## config.mk

```make
export PLATFORM = sky130hd
export DESIGN_NAME = safety_option_status_report
export DESIGN_NICKNAME = d
export VERILOG_FILES = /design/src/inc/safety_status_pkg.sv /design/src/logic/safety_option_status_report.sv
export SDC_FILE = /design/constraint.sdc
export NUM_CORES = 1
export LEC_CHECK = 0
export ABC_AREA = 1
export ABC_CLOCK_PERIOD_IN_PS = 1500
export BUFFER_PORTS_ARGS = -buffer_cell sky130_fd_sc_hd__buf_2
export CAP_MARGIN = 0
export CORE_MARGIN = 5
export CORE_UTILIZATION = 30
export DETAILED_ROUTE_END_ITERATION = 10
export PLACE_DENSITY = 0.58
export SLEW_MARGIN = 30
export SYNTH_ARGS = -nofsm -noshare
export SYNTH_HDL_FRONTEND = slang
export SYNTH_SLANG_ARGS = --single-unit
```

## constraint.sdc

```tcl
create_clock -name i_sys_clk -period 1.5 [get_ports i_sys_clk]
set_input_delay 0.075 -clock i_sys_clk [delete_from_list [all_inputs] [get_ports i_sys_clk]]
set_output_delay 0.075 -clock i_sys_clk [all_outputs]
set_load 0.02 [all_outputs]
```

## src/inc/safety_status_pkg.sv

```systemverilog
// package: field layout, codes and timing constants of the status report
package safety_status_pkg;
    // main status word bit positions
    localparam int unsigned BIT_NORMAL = 0;
    localparam int unsigned BIT_SELF_TEST = 1;
    localparam int unsigned BIT_TORQUE_OFF = 2;
    localparam int unsigned BIT_STOP_A = 3;
    localparam int unsigned BIT_STOP_B = 4;
    localparam int unsigned BIT_SPEED_A = 5;
    localparam int unsigned BIT_SPEED_B = 6;
    localparam int unsigned BIT_INT_FAIL = 11;
    localparam int unsigned BIT_RESET_REQ = 12;
    localparam int unsigned BIT_PEND_FAILSAFE = 13;
    localparam int unsigned BIT_EXT_FAIL = 14;
    localparam int unsigned BIT_SF_PENDING = 15;
    localparam int unsigned BIT_EVENT_LO = 16;
    localparam int unsigned BIT_WARN_LO = 20;
    localparam int unsigned BIT_ERR_LO = 24;
    // second status word bit positions
    localparam int unsigned BIT_IN1_LO = 0;
    localparam int unsigned BIT_IN2_LO = 2;
    localparam int unsigned BIT_BLANK = 4;
    // safe input codes; 2'b11 is held reserved
    localparam logic [1:0] INPUT_INACTIVE = 2'h0;
    localparam logic [1:0] INPUT_ACTIVE = 2'h1;
    localparam logic [1:0] INPUT_PENDING = 2'h2;
    // reset values
    localparam logic [31:0] MAIN_STATUS_RST = 32'h0000_0002;
    localparam logic [31:0] INPUT_STATUS_RST = 32'h0000_0000;
    // led flash half period
    localparam int unsigned CLK_HZ = 100_000_000;
    localparam int unsigned FLASH_HALF_MS = 250;
    localparam int unsigned FLASH_HALF_CYC = CLK_HZ / 1000 * FLASH_HALF_MS;
    localparam logic [24:0] FLASH_LAST = 25'(FLASH_HALF_CYC - 1);

    // led colour and mode
    typedef enum logic [2:0] {
        LED_OFF = 3'b000,
        LED_GREEN_FLASH = 3'b001,
        LED_GREEN_STEADY = 3'b010,
        LED_YELLOW_FLASH = 3'b011,
        LED_RED_FLASH = 3'b100,
        LED_RED_STEADY = 3'b101
    } led_mode_t;

    // fault state of the option
    typedef enum logic [1:0] {
        FLT_SELF_TEST = 2'b00,
        FLT_RUN = 2'b01,
        FLT_ALARM = 2'b10,
        FLT_FATAL = 2'b11
    } fault_state_t;

    // active safe functions
    typedef struct packed {
        logic limited_speed_b;
        logic limited_speed_a;
        logic stop_ramp_b;
        logic stop_ramp_a;
        logic torque_off;
    } safe_func_t;

    // one-cycle event pulses, bit order as in the status word
    typedef struct packed {
        logic custom_requested;
        logic custom_aborted;
        logic custom_confirmed;
        logic general_reset;
    } events_t;

    // warnings, bit order as in the status word
    typedef struct packed {
        logic in2_offline;
        logic in1_offline;
        logic self_test;
        logic speed_suspend;
    } warnings_t;

    // led drive lines
    typedef struct packed {
        logic red;
        logic yellow;
        logic green;
    } led_t;
endpackage : safety_status_pkg

```

## src/logic/safety_option_status_report.sv

```systemverilog
// status report logic of the safety option card
`timescale 1ns/1ps
module safety_option_status_report (
    input wire logic i_sys_clk,
    input wire logic i_rstn,
    input wire logic i_ce,
    input wire logic i_self_test_done,
    input wire logic i_self_test_warn,
    input wire safety_status_pkg::safe_func_t i_func_active,
    input wire safety_status_pkg::safe_func_t i_func_pending,
    input wire logic i_failsafe_pending,
    input wire logic i_reset_required,
    input wire logic i_int_fail_set,
    input wire logic i_ext_fail_set,
    input wire logic [7:0] i_error_code,
    input wire logic i_fatal_error,
    input wire logic i_restart,
    input wire logic i_fault_reset,
    input wire safety_status_pkg::events_t i_events,
    input wire logic i_speed_suspend,
    input wire logic i_in1_offline_warn,
    input wire logic i_in2_offline_warn,
    input wire logic [1:0] i_safe_input_one,
    input wire logic [1:0] i_safe_input_two,
    input wire logic i_blank_config,
    input wire logic i_validated,
    input wire logic i_output_request,
    output logic [31:0] o_main_status,
    output logic [31:0] o_input_status,
    output logic o_safe_output,
    output logic o_cyclic_run,
    output safety_status_pkg::led_t o_led
);

    ////////////////////////////////////////////////////////////////////////
    // functions

    // reserved code 11 is not a legal code, fold it to pending
    function automatic logic [1:0] input_code(input logic [1:0] raw);
        logic [1:0] code;
        code = raw;
        if (raw == 2'h3) begin
            code = safety_status_pkg::INPUT_PENDING;
        end
        return code;
    endfunction : input_code

    // led lines for a colour and mode, flashing gated by the blink phase
    function automatic safety_status_pkg::led_t led_drive(
        input safety_status_pkg::led_mode_t mode,
        input logic phase
    );
        safety_status_pkg::led_t l;
        l = '0;
        case (mode)
            safety_status_pkg::LED_GREEN_FLASH: l.green = phase;
            safety_status_pkg::LED_GREEN_STEADY: l.green = 1'b1;
            safety_status_pkg::LED_YELLOW_FLASH: l.yellow = phase;
            safety_status_pkg::LED_RED_FLASH: l.red = phase;
            safety_status_pkg::LED_RED_STEADY: l.red = 1'b1;
            default: l = '0;
        endcase
        return l;
    endfunction : led_drive

    ////////////////////////////////////////////////////////////////////////
    // fault state and failure flags

    safety_status_pkg::fault_state_t state_ff;
    safety_status_pkg::fault_state_t nxt_state;
    logic int_fail_ff;
    logic nxt_int_fail;
    logic ext_fail_ff;
    logic nxt_ext_fail;
    logic [7:0] err_code_ff;
    logic [7:0] nxt_err_code;
    safety_status_pkg::safe_func_t last_func_ff;
    safety_status_pkg::safe_func_t nxt_last_func;
    safety_status_pkg::safe_func_t shown_func;

    // fatal wins over alarm; a new failure wins over a same-cycle reset
    always_comb begin
        nxt_state = state_ff;
        nxt_int_fail = int_fail_ff;
        nxt_ext_fail = ext_fail_ff;
        nxt_err_code = err_code_ff;
        nxt_last_func = last_func_ff;
        if (state_ff == safety_status_pkg::FLT_FATAL) begin
            // frozen until a restart; only restart leaves this state
            if (i_restart) begin
                nxt_state = safety_status_pkg::FLT_SELF_TEST;
                nxt_int_fail = 1'b0;
                nxt_ext_fail = 1'b0;
                nxt_err_code = 8'h00;
                nxt_last_func = '0;
            end
        end else if (i_fatal_error) begin
            nxt_state = safety_status_pkg::FLT_FATAL;
            nxt_err_code = i_error_code;
            // keep the set shown at entry so the frozen bits do not jump
            nxt_last_func = i_func_active;
        end else if (i_restart) begin
            nxt_state = safety_status_pkg::FLT_SELF_TEST;
            nxt_int_fail = 1'b0;
            nxt_ext_fail = 1'b0;
            nxt_err_code = 8'h00;
            nxt_last_func = '0;
        end else begin
            nxt_last_func = i_func_active;
            if (i_fault_reset) begin
                nxt_ext_fail = 1'b0;
            end
            if (i_ext_fail_set) begin
                nxt_ext_fail = 1'b1;
            end
            if (i_int_fail_set) begin
                nxt_int_fail = 1'b1;
            end
            if (i_int_fail_set || i_ext_fail_set) begin
                nxt_err_code = i_error_code;
            end else if (i_fault_reset && !int_fail_ff) begin
                nxt_err_code = 8'h00;
            end
            case (state_ff)
                safety_status_pkg::FLT_SELF_TEST: begin
                    if (i_self_test_done) begin
                        nxt_state = safety_status_pkg::FLT_RUN;
                    end
                end
                safety_status_pkg::FLT_RUN: begin
                    if (nxt_int_fail || nxt_ext_fail) begin
                        nxt_state = safety_status_pkg::FLT_ALARM;
                    end
                end
                safety_status_pkg::FLT_ALARM: begin
                    if (!nxt_int_fail && !nxt_ext_fail) begin
                        nxt_state = safety_status_pkg::FLT_RUN;
                    end
                end
                default: nxt_state = state_ff;
            endcase
        end
    end

    // fault state registers
    always_ff @(posedge i_sys_clk or negedge i_rstn) begin
        if (!i_rstn) begin
            state_ff <= safety_status_pkg::FLT_SELF_TEST;
            int_fail_ff <= 1'b0;
            ext_fail_ff <= 1'b0;
            err_code_ff <= 8'h00;
            last_func_ff <= '0;
        end else if (i_ce) begin
            state_ff <= nxt_state;
            int_fail_ff <= nxt_int_fail;
            ext_fail_ff <= nxt_ext_fail;
            err_code_ff <= nxt_err_code;
            last_func_ff <= nxt_last_func;
        end
    end

    ////////////////////////////////////////////////////////////////////////
    // status words

    logic [31:0] main_ff;
    logic [31:0] nxt_main;
    logic [31:0] input_ff;
    logic [31:0] nxt_input;
    logic any_warning;
    logic any_pending;
    logic fatal_now;

    // a fatal error freezes the function bits at the last active set
    assign fatal_now = (state_ff == safety_status_pkg::FLT_FATAL);
    assign shown_func = fatal_now ? last_func_ff : i_func_active;
    assign any_warning = i_speed_suspend | i_self_test_warn
                       | i_in1_offline_warn | i_in2_offline_warn;
    assign any_pending = (|i_func_pending) | i_failsafe_pending;

    // both words rebuilt every enabled cycle from live inputs and the fault state registers
    always_comb begin
        nxt_main = 32'h0000_0000;
        nxt_main[safety_status_pkg::BIT_NORMAL] =
            (state_ff == safety_status_pkg::FLT_RUN) && !(|shown_func)
            && !any_pending && !any_warning;
        nxt_main[safety_status_pkg::BIT_SELF_TEST] =
            (state_ff == safety_status_pkg::FLT_SELF_TEST);
        // only active functions land here, pending ones never do
        nxt_main[safety_status_pkg::BIT_TORQUE_OFF] =
            shown_func.torque_off;
        nxt_main[safety_status_pkg::BIT_STOP_A] = shown_func.stop_ramp_a;
        nxt_main[safety_status_pkg::BIT_STOP_B] = shown_func.stop_ramp_b;
        nxt_main[safety_status_pkg::BIT_SPEED_A] =
            shown_func.limited_speed_a;
        nxt_main[safety_status_pkg::BIT_SPEED_B] =
            shown_func.limited_speed_b;
        nxt_main[safety_status_pkg::BIT_INT_FAIL] = int_fail_ff;
        nxt_main[safety_status_pkg::BIT_EXT_FAIL] = ext_fail_ff;
        nxt_main[safety_status_pkg::BIT_RESET_REQ] =
            i_reset_required | ext_fail_ff;
        nxt_main[safety_status_pkg::BIT_PEND_FAILSAFE] =
            i_failsafe_pending;
        nxt_main[safety_status_pkg::BIT_SF_PENDING] =
            |i_func_pending;
        nxt_main[safety_status_pkg::BIT_EVENT_LO +: 4] = i_events;
        nxt_main[safety_status_pkg::BIT_WARN_LO +: 4] =
            {i_in2_offline_warn, i_in1_offline_warn,
             i_self_test_warn, i_speed_suspend};
        nxt_main[safety_status_pkg::BIT_ERR_LO +: 8] = err_code_ff;
        nxt_input = 32'h0000_0000;
        nxt_input[safety_status_pkg::BIT_IN1_LO +: 2] =
            input_code(i_safe_input_one);
        nxt_input[safety_status_pkg::BIT_IN2_LO +: 2] =
            input_code(i_safe_input_two);
        nxt_input[safety_status_pkg::BIT_BLANK] = i_blank_config;
    end

    // read-only words, refreshed each enabled cycle
    always_ff @(posedge i_sys_clk or negedge i_rstn) begin
        if (!i_rstn) begin
            main_ff <= safety_status_pkg::MAIN_STATUS_RST;
            input_ff <= safety_status_pkg::INPUT_STATUS_RST;
        end else if (i_ce) begin
            main_ff <= nxt_main;
            input_ff <= nxt_input;
        end
    end

    ////////////////////////////////////////////////////////////////////////
    // safe output, cyclic flag and led

    logic out_ff;
    logic nxt_out;
    logic run_ff;
    logic nxt_run;
    logic [24:0] blink_cnt_ff;
    logic [24:0] nxt_blink_cnt;
    logic phase_ff;
    logic nxt_phase;
    safety_status_pkg::led_t led_ff;
    safety_status_pkg::led_t nxt_led;
    safety_status_pkg::led_mode_t mode;

    // led mode by priority: fatal, alarm, unvalidated, activity, ok
    always_comb begin
        if (nxt_state == safety_status_pkg::FLT_FATAL) begin
            mode = safety_status_pkg::LED_RED_STEADY;
        end else if (nxt_state == safety_status_pkg::FLT_ALARM) begin
            mode = safety_status_pkg::LED_RED_FLASH;
        end else if (!i_validated) begin
            mode = safety_status_pkg::LED_YELLOW_FLASH;
        end else if ((|i_func_active) || i_output_request) begin
            mode = safety_status_pkg::LED_GREEN_STEADY;
        end else begin
            mode = safety_status_pkg::LED_GREEN_FLASH;
        end
    end

    // output only on in run state; a fault raised in run state forces it off
    always_comb begin
        nxt_out = (nxt_state == safety_status_pkg::FLT_RUN)
                  && i_output_request;
        nxt_run = (nxt_state != safety_status_pkg::FLT_FATAL);
        nxt_blink_cnt = blink_cnt_ff + 25'h1;
        nxt_phase = phase_ff;
        if (blink_cnt_ff == safety_status_pkg::FLASH_LAST) begin
            nxt_blink_cnt = 25'h0;
            nxt_phase = !phase_ff;
        end
        nxt_led = led_drive(mode, nxt_phase);
    end

    // output registers
    always_ff @(posedge i_sys_clk or negedge i_rstn) begin
        if (!i_rstn) begin
            out_ff <= 1'b0;
            run_ff <= 1'b0;
            blink_cnt_ff <= 25'h0;
            phase_ff <= 1'b0;
            led_ff <= '0;
        end else if (i_ce) begin
            out_ff <= nxt_out;
            run_ff <= nxt_run;
            blink_cnt_ff <= nxt_blink_cnt;
            phase_ff <= nxt_phase;
            led_ff <= nxt_led;
        end
    end

    assign o_main_status = main_ff;
    assign o_input_status = input_ff;
    assign o_safe_output = out_ff;
    assign o_cyclic_run = run_ff;
    assign o_led = led_ff;

endmodule : safety_option_status_report

```

== Word-level counts from Yosys, hierarchy flattened ==
Index checks and enable logic that the tools add are counted.
Storage, ports and cells
  register bits after elaboration: 81
  input bits: 44
  output and inout port bits: 69
  logic and storage cells: 111
Cells by class
  add/sub/neg operators: 1
  equality and inequality tests: 17
  mux-type cells: 46
  bitwise operators: 5
  reduce and logical (&&, ||, !) cells: 24
Operators with widths (number)
  $mux 8: 6
  $add 25x1->25 const B: 1
  $eq 25x25->1 const B: 1
  $mux 25: 1
  $mux 5: 5
  $mux 2: 11
  $mux 1: 18
  $reduce_or 5->1: 3
  $eq 2x2->1 const B: 6
  $logic_not 1->1: 7
  $eq 3x2->1 const B: 2
  $eq 3x3->1 const B: 2
  $logic_and 1x1->1: 6
  $mux 3: 2
  $pmux 2 s3: 1
  $reduce_and 3->1: 2
  $or 1x1->1: 5
  $eq 2x1->1 const B: 2
  $ne 2x2->1 const B: 2
  $pmux 1 s2: 2
  $reduce_bool 4->1: 1
  $eq 3x1->1 const B: 1
  $logic_or 1x1->1: 3
  $logic_not 2->1: 1
  other kinds (2): 2

== Longest topological paths before layout ==
  depth after elaboration: 17
  depth in mapped cells: 10
  depth with buffers taken out: 10

== Least setup slack after synthesis ==
Ideal clock, no wire load.
  path type: reg-to-reg
  start point: register blink_cnt_ff[0]
  end point: register blink_cnt_ff[24]
  setup time: 119 ps
  data arrival time: 1267 ps
  required time: 1381 ps
  slack: 114 ps
  stages on the path, launching flop included: 10
  buffers on the path: 1
  clock period less this slack: 1386 ps
  cells stage by stage: dfrtp_1 ha_1 inv_1 nor2_4 nand2_4 nor2_4 nand4_4 buf_6 nand2_1 nor2_1
Between the ends
  longest elaborated chain between the ends: 2
  elaborated cells between the ends (all ways): 3
  classes of those cells: 1 x add/sub; 1 x eq/ne; 1 x mux
RTL lines
  start, declared: line safety_option_status_report.sv:236  | logic [24:0] blink_cnt_ff;
  start signal, assigned: line safety_option_status_report.sv:284  | blink_cnt_ff <= nxt_blink_cnt;
  $add 25x1->25 or $eq 25x25->1 (tied branches): line safety_option_status_report.sv:264, safety_option_status_report.sv:266
  $mux 25 *: line safety_option_status_report.sv:266  | if (blink_cnt_ff == safety_status_pkg::FLASH_LAST) begin
Mark *: on every way between the ends. The rest lies on a longest branch, timed or not.
A chain may end at the register's enable or synchronous reset.

== Worst setup path in the final report ==
  start point: register blink_cnt_ff[1]
  end point: register blink_cnt_ff[8]
Same word-level chain as after synthesis.

==> run_results.csv <==
group,metric,value,unit
status,status,"complete, but fails checks",
status,violations,"setup timing",
cells_and_area,diodes,0,
critical_path,cp-end-kind,"flop",
cells_and_area,final_layout_size_suffix_gt1_share,25.53,%
synth,synth_edf_count,0,
synth,ys_ff_latch,81,
critical_path,reg2regPathDepth,9,
floorplan,fp.coreArea,0.01388,mm²
clock_network,path_clk_slew,60,ps
clock_network,cts_buffers,9,
critical_path,crit_top_cell,"buf_4",
synth,synth-seq-area-share,47.75,%
cells_and_area,area_growth,27.01,%
drt,first_pass_iters,4,
clock_network,clk_path_buf_depth,2,
critical_path,path_class,"flop to flop",
pwr,seq_power_share,42.1,%
cells_and_area,fillerInstances,1453,
critical_path,cp_num_cells,9,
clock_network,clkLatencyLatePin,340,ps
sta,fin_crit_sh,101.3,%
pwr,cellPowerDensity,1186,mW/mm²
critical_path,r2r_end,"blink_cnt_ff[8]",
worst_hold_path,hold_class,"input port to flop",
critical_path,crit_required,1720,ps
pwr,fin_total_pwr,6.401,mW
floorplan,rows,43,
pwr,clockPowerShare,34.4,%
synth,synth_top_area_cell,"dfrtp_1",
critical_path,cp.buffers_inverters,3,
pwr,p_int,4.374,mW
cells_and_area,final_nets,698,
sta,tns,-33.87,ps
synth,yosysUniqueCellTypes,39,
critical_path,worst_setup_path_start_kind,"flop",
global_routing,grt_usage,13.01,%
synth,netlist_area,0.004248,mm²
cells_and_area,final_cells,838,
sta,layout_setup_ws,-19.02,ps
critical_path,critPathArrivalTime,1740,ps
synth,synth_common_cells,"nand2_1 (164), dfrtp_1 (80), inv_1 (62)",
pwr,swShare,31.67,%
pwr,comb_power_share,23.5,%
floorplan,die_area,0.01664,mm²
critical_path,crit_fanout,3,
global_routing,grt_pass1_vias,3612,
sta,whs,18.75,ps
placed_design,placed_area,0.004828,mm²
floorplan,start_util,30.60,%
drt,wirelength,10570,µm
drt,vias,3668,
critical_path,crit_path_start,"blink_cnt_ff[1]",
clock_network,root_buffer,"clkbuf_16",
cells_and_area,finish.instance_area,0.005395,mm²
placed_design,port-buffer-count,81,
global_routing,antenna_found_initial,0,
synth,syn_area_per_cell,7.852,µm²
clock_network,cts_tree,"yes",
floorplan,ios,113,
global_routing,grt_pass1_wl,17350,µm
drt,ant_nets,0,
synth,synth_most_common_cell,"nand2_1",
synth,ys_warn_count,0,
global_routing,grt_max_degree,32,
synth,synth.area.top_cells,"dfrtp_1 (47%), nand2_1 (14%), buf_4 (5.7%)",
placed_design,place_inst,803,
sta,maxSlewViolCount,0,
placed_design,hpwlAfterDp,7681,µm
placed_design,place.gp.congestion,0.8676,
pwr,p_leak,2.891,nW
floorplan,die_h,129.0,µm
drt,wire_per_inst,12.61,µm
sta,clock_skew,6.262,ps
synth,syn_inst,541,
drt,drt_iter0_drc,142,
job,cap_violations,0,
floorplan,die_x,129.0,µm
critical_path,endpoint,"blink_cnt_ff[8]",
critical_path,r2r_slack,-20,ps
clock_network,clock-sinks,81,
drt,viasPerCell,4.377,
sta,layout_min_cycle_time,1519,ps
sta,rsz0062_at_grt,"true",
cells_and_area,multi_input_area,0.001876,mm²
sta,hold_violations,0,
cells_and_area,regArea,0.002028,mm²
critical_path,cpLargestDelayFamily,"simple AND/OR/NAND/NOR gates",
synth,synth-main-ff-cell,"dfrtp_1",
critical_path,slowest_delay,360,ps
drt,remaining_drc_errors,0,
pwr,net-switching-power,2.027,mW
pwr,ir_worst_vdd,0.4691,mV
sta,fmax,658.3,MHz
critical_path,r2r_start,"blink_cnt_ff[1]",
synth,synth_top_area_share,47.13,%
synth,async_flop_share,100.0,%
critical_path,cpMaxStageDelayCell,"dfrtp_1",
sta,setup-violations-final,2,
critical_path,path_cells,"ha_2, inv_2, nor2_4, nand2_4, nor2_8, buf_4, buf_4, nand2_1, xor2_1",
global_routing,gr-total-overflow,0,
clock_network,htreeDepth,3,
[tightest hold or removal path, stage by stage]
cell     delay [ps]
buf_2           100
inv_1            60
o21ai_0          80
[repair_timing]
action | in CTS | in global routing
endpoints found under the setup margin | 14 | 21
resized for setup | 3 | 25
cloned | 1 | 0
pin swaps | 0 | 18
hold buffers | 12 | 0
buffers inserted | 0 | 6
hold endpoints to repair | 40 | 0
[metal layers]
metal / track usage [%] / vias up / share of wire, % / wire [µm]
met5: 0 / - / 0 / 0
met4: 3.459 / 0 / 1.1 / 114
met3: 3.861 / 10 / 5.5 / 585
met2: 21.37 / 101 / 49 / 5166
met1: 16.78 / 1709 / 44 / 4701
li1: - / 1848 / - / -
[cell usage in the layout, fill, tap and decap left out, types with 2 or more instances in the layout]
cell           instances
nand2_1              160
dfrtp_1               80
buf_2                 80
inv_1                 59
nor2_1                44
o21ai_0               37
conb_1                31
buf_4                 19
nand3_1               15
nand4_1               14
dlygate4sd3_1         12
nor2_4                10
nor2_2                10
nor3_1                 9
clkbuf_16              9
inv_2                  8
nand2_2                7
a21oi_1                7
o21ai_1                5
nand3_2                4
clkinv_2               4
xor2_1                 3
xnor2_1                3
nand2_4                2
nand4_4                2
or2_1                  2
a22o_1                 2
buf_12                 2
[worst min-delay path by stage]
| stage | startpoint | endpoint | slack [ps] | cells past startpoint |
|---|---|---|---|---|
| after floorplan | i_rstn | blink_cnt_ff[0] | -220 | 0 |
| after global placement | i_rstn | o_input_status[3] | 50 | 1 |
| after detailed placement | i_rstn | o_input_status[1] | 60 | 1 |
| after CTS | i_in1_offline_warn | o_main_status[22] | 10 | 3 |
| after global routing | i_func_pending[1] | o_main_status[0] | 30 | 4 |
| final | i_in1_offline_warn | o_main_status[22] | 20 | 3 |
[logic make-up after synthesis]
logic type      synth area share [%]
other cells                  0.08828
simple gates                   30.28
flops                          47.75
buf+inv                        13.14
xor+xnor                       1.237
fa+ha+maj                     0.2945
compound gates                 7.217
[power groups by stage]
stage / logic, mW / clock network [mW] / registers, mW
final: 1.51 / 2.20 / 2.69
after global placement: 1.38 / 0 / 2.72
after global routing: 1.69 / 2.38 / 2.73
after CTS: 1.42 / 2.25 / 2.70
after detailed placement: 1.39 / 0 / 2.73
after floorplan: 0.791 / 0 / 2.87
[layout make-up]
cell class / instances / share of cell area, %
Clock inverter: 6 / 1.067
Inverter: 68 / 4.731
Timing Repair Buffer: 114 / 13.24
Clock buffer: 10 / 4.429
Multi-Input combinational cell: 379 / 34.76
Sequential cell: 81 / 37.59
Tap cell: 180 / 4.174
[sequential cells by signal, summed over array words and instances (netlist names)]
| name | flops |
|---|---|
| int_fail_ff | 1 |
| phase_ff | 1 |
| o_cyclic_run | 1 |
| o_safe_output | 1 |
| o_main_status | 28 |
| o_led | 3 |
| state_ff | 2 |
| blink_cnt_ff | 25 |
| err_code_ff | 8 |
| o_input_status | 5 |
| last_func_ff | 5 |
| ext_fail_ff | 1 |
[per-stage QoR]
stage,setup slack [ps],util [%]
finish,-19.02,38.87
global route,-114.0,38.87
CTS,-5.721,37.98
detailed placement,-30.44,34.78
global placement,35.11,34.78
floorplan,114.2,-
Note: power is estimated with default switching activity, not from simulation.
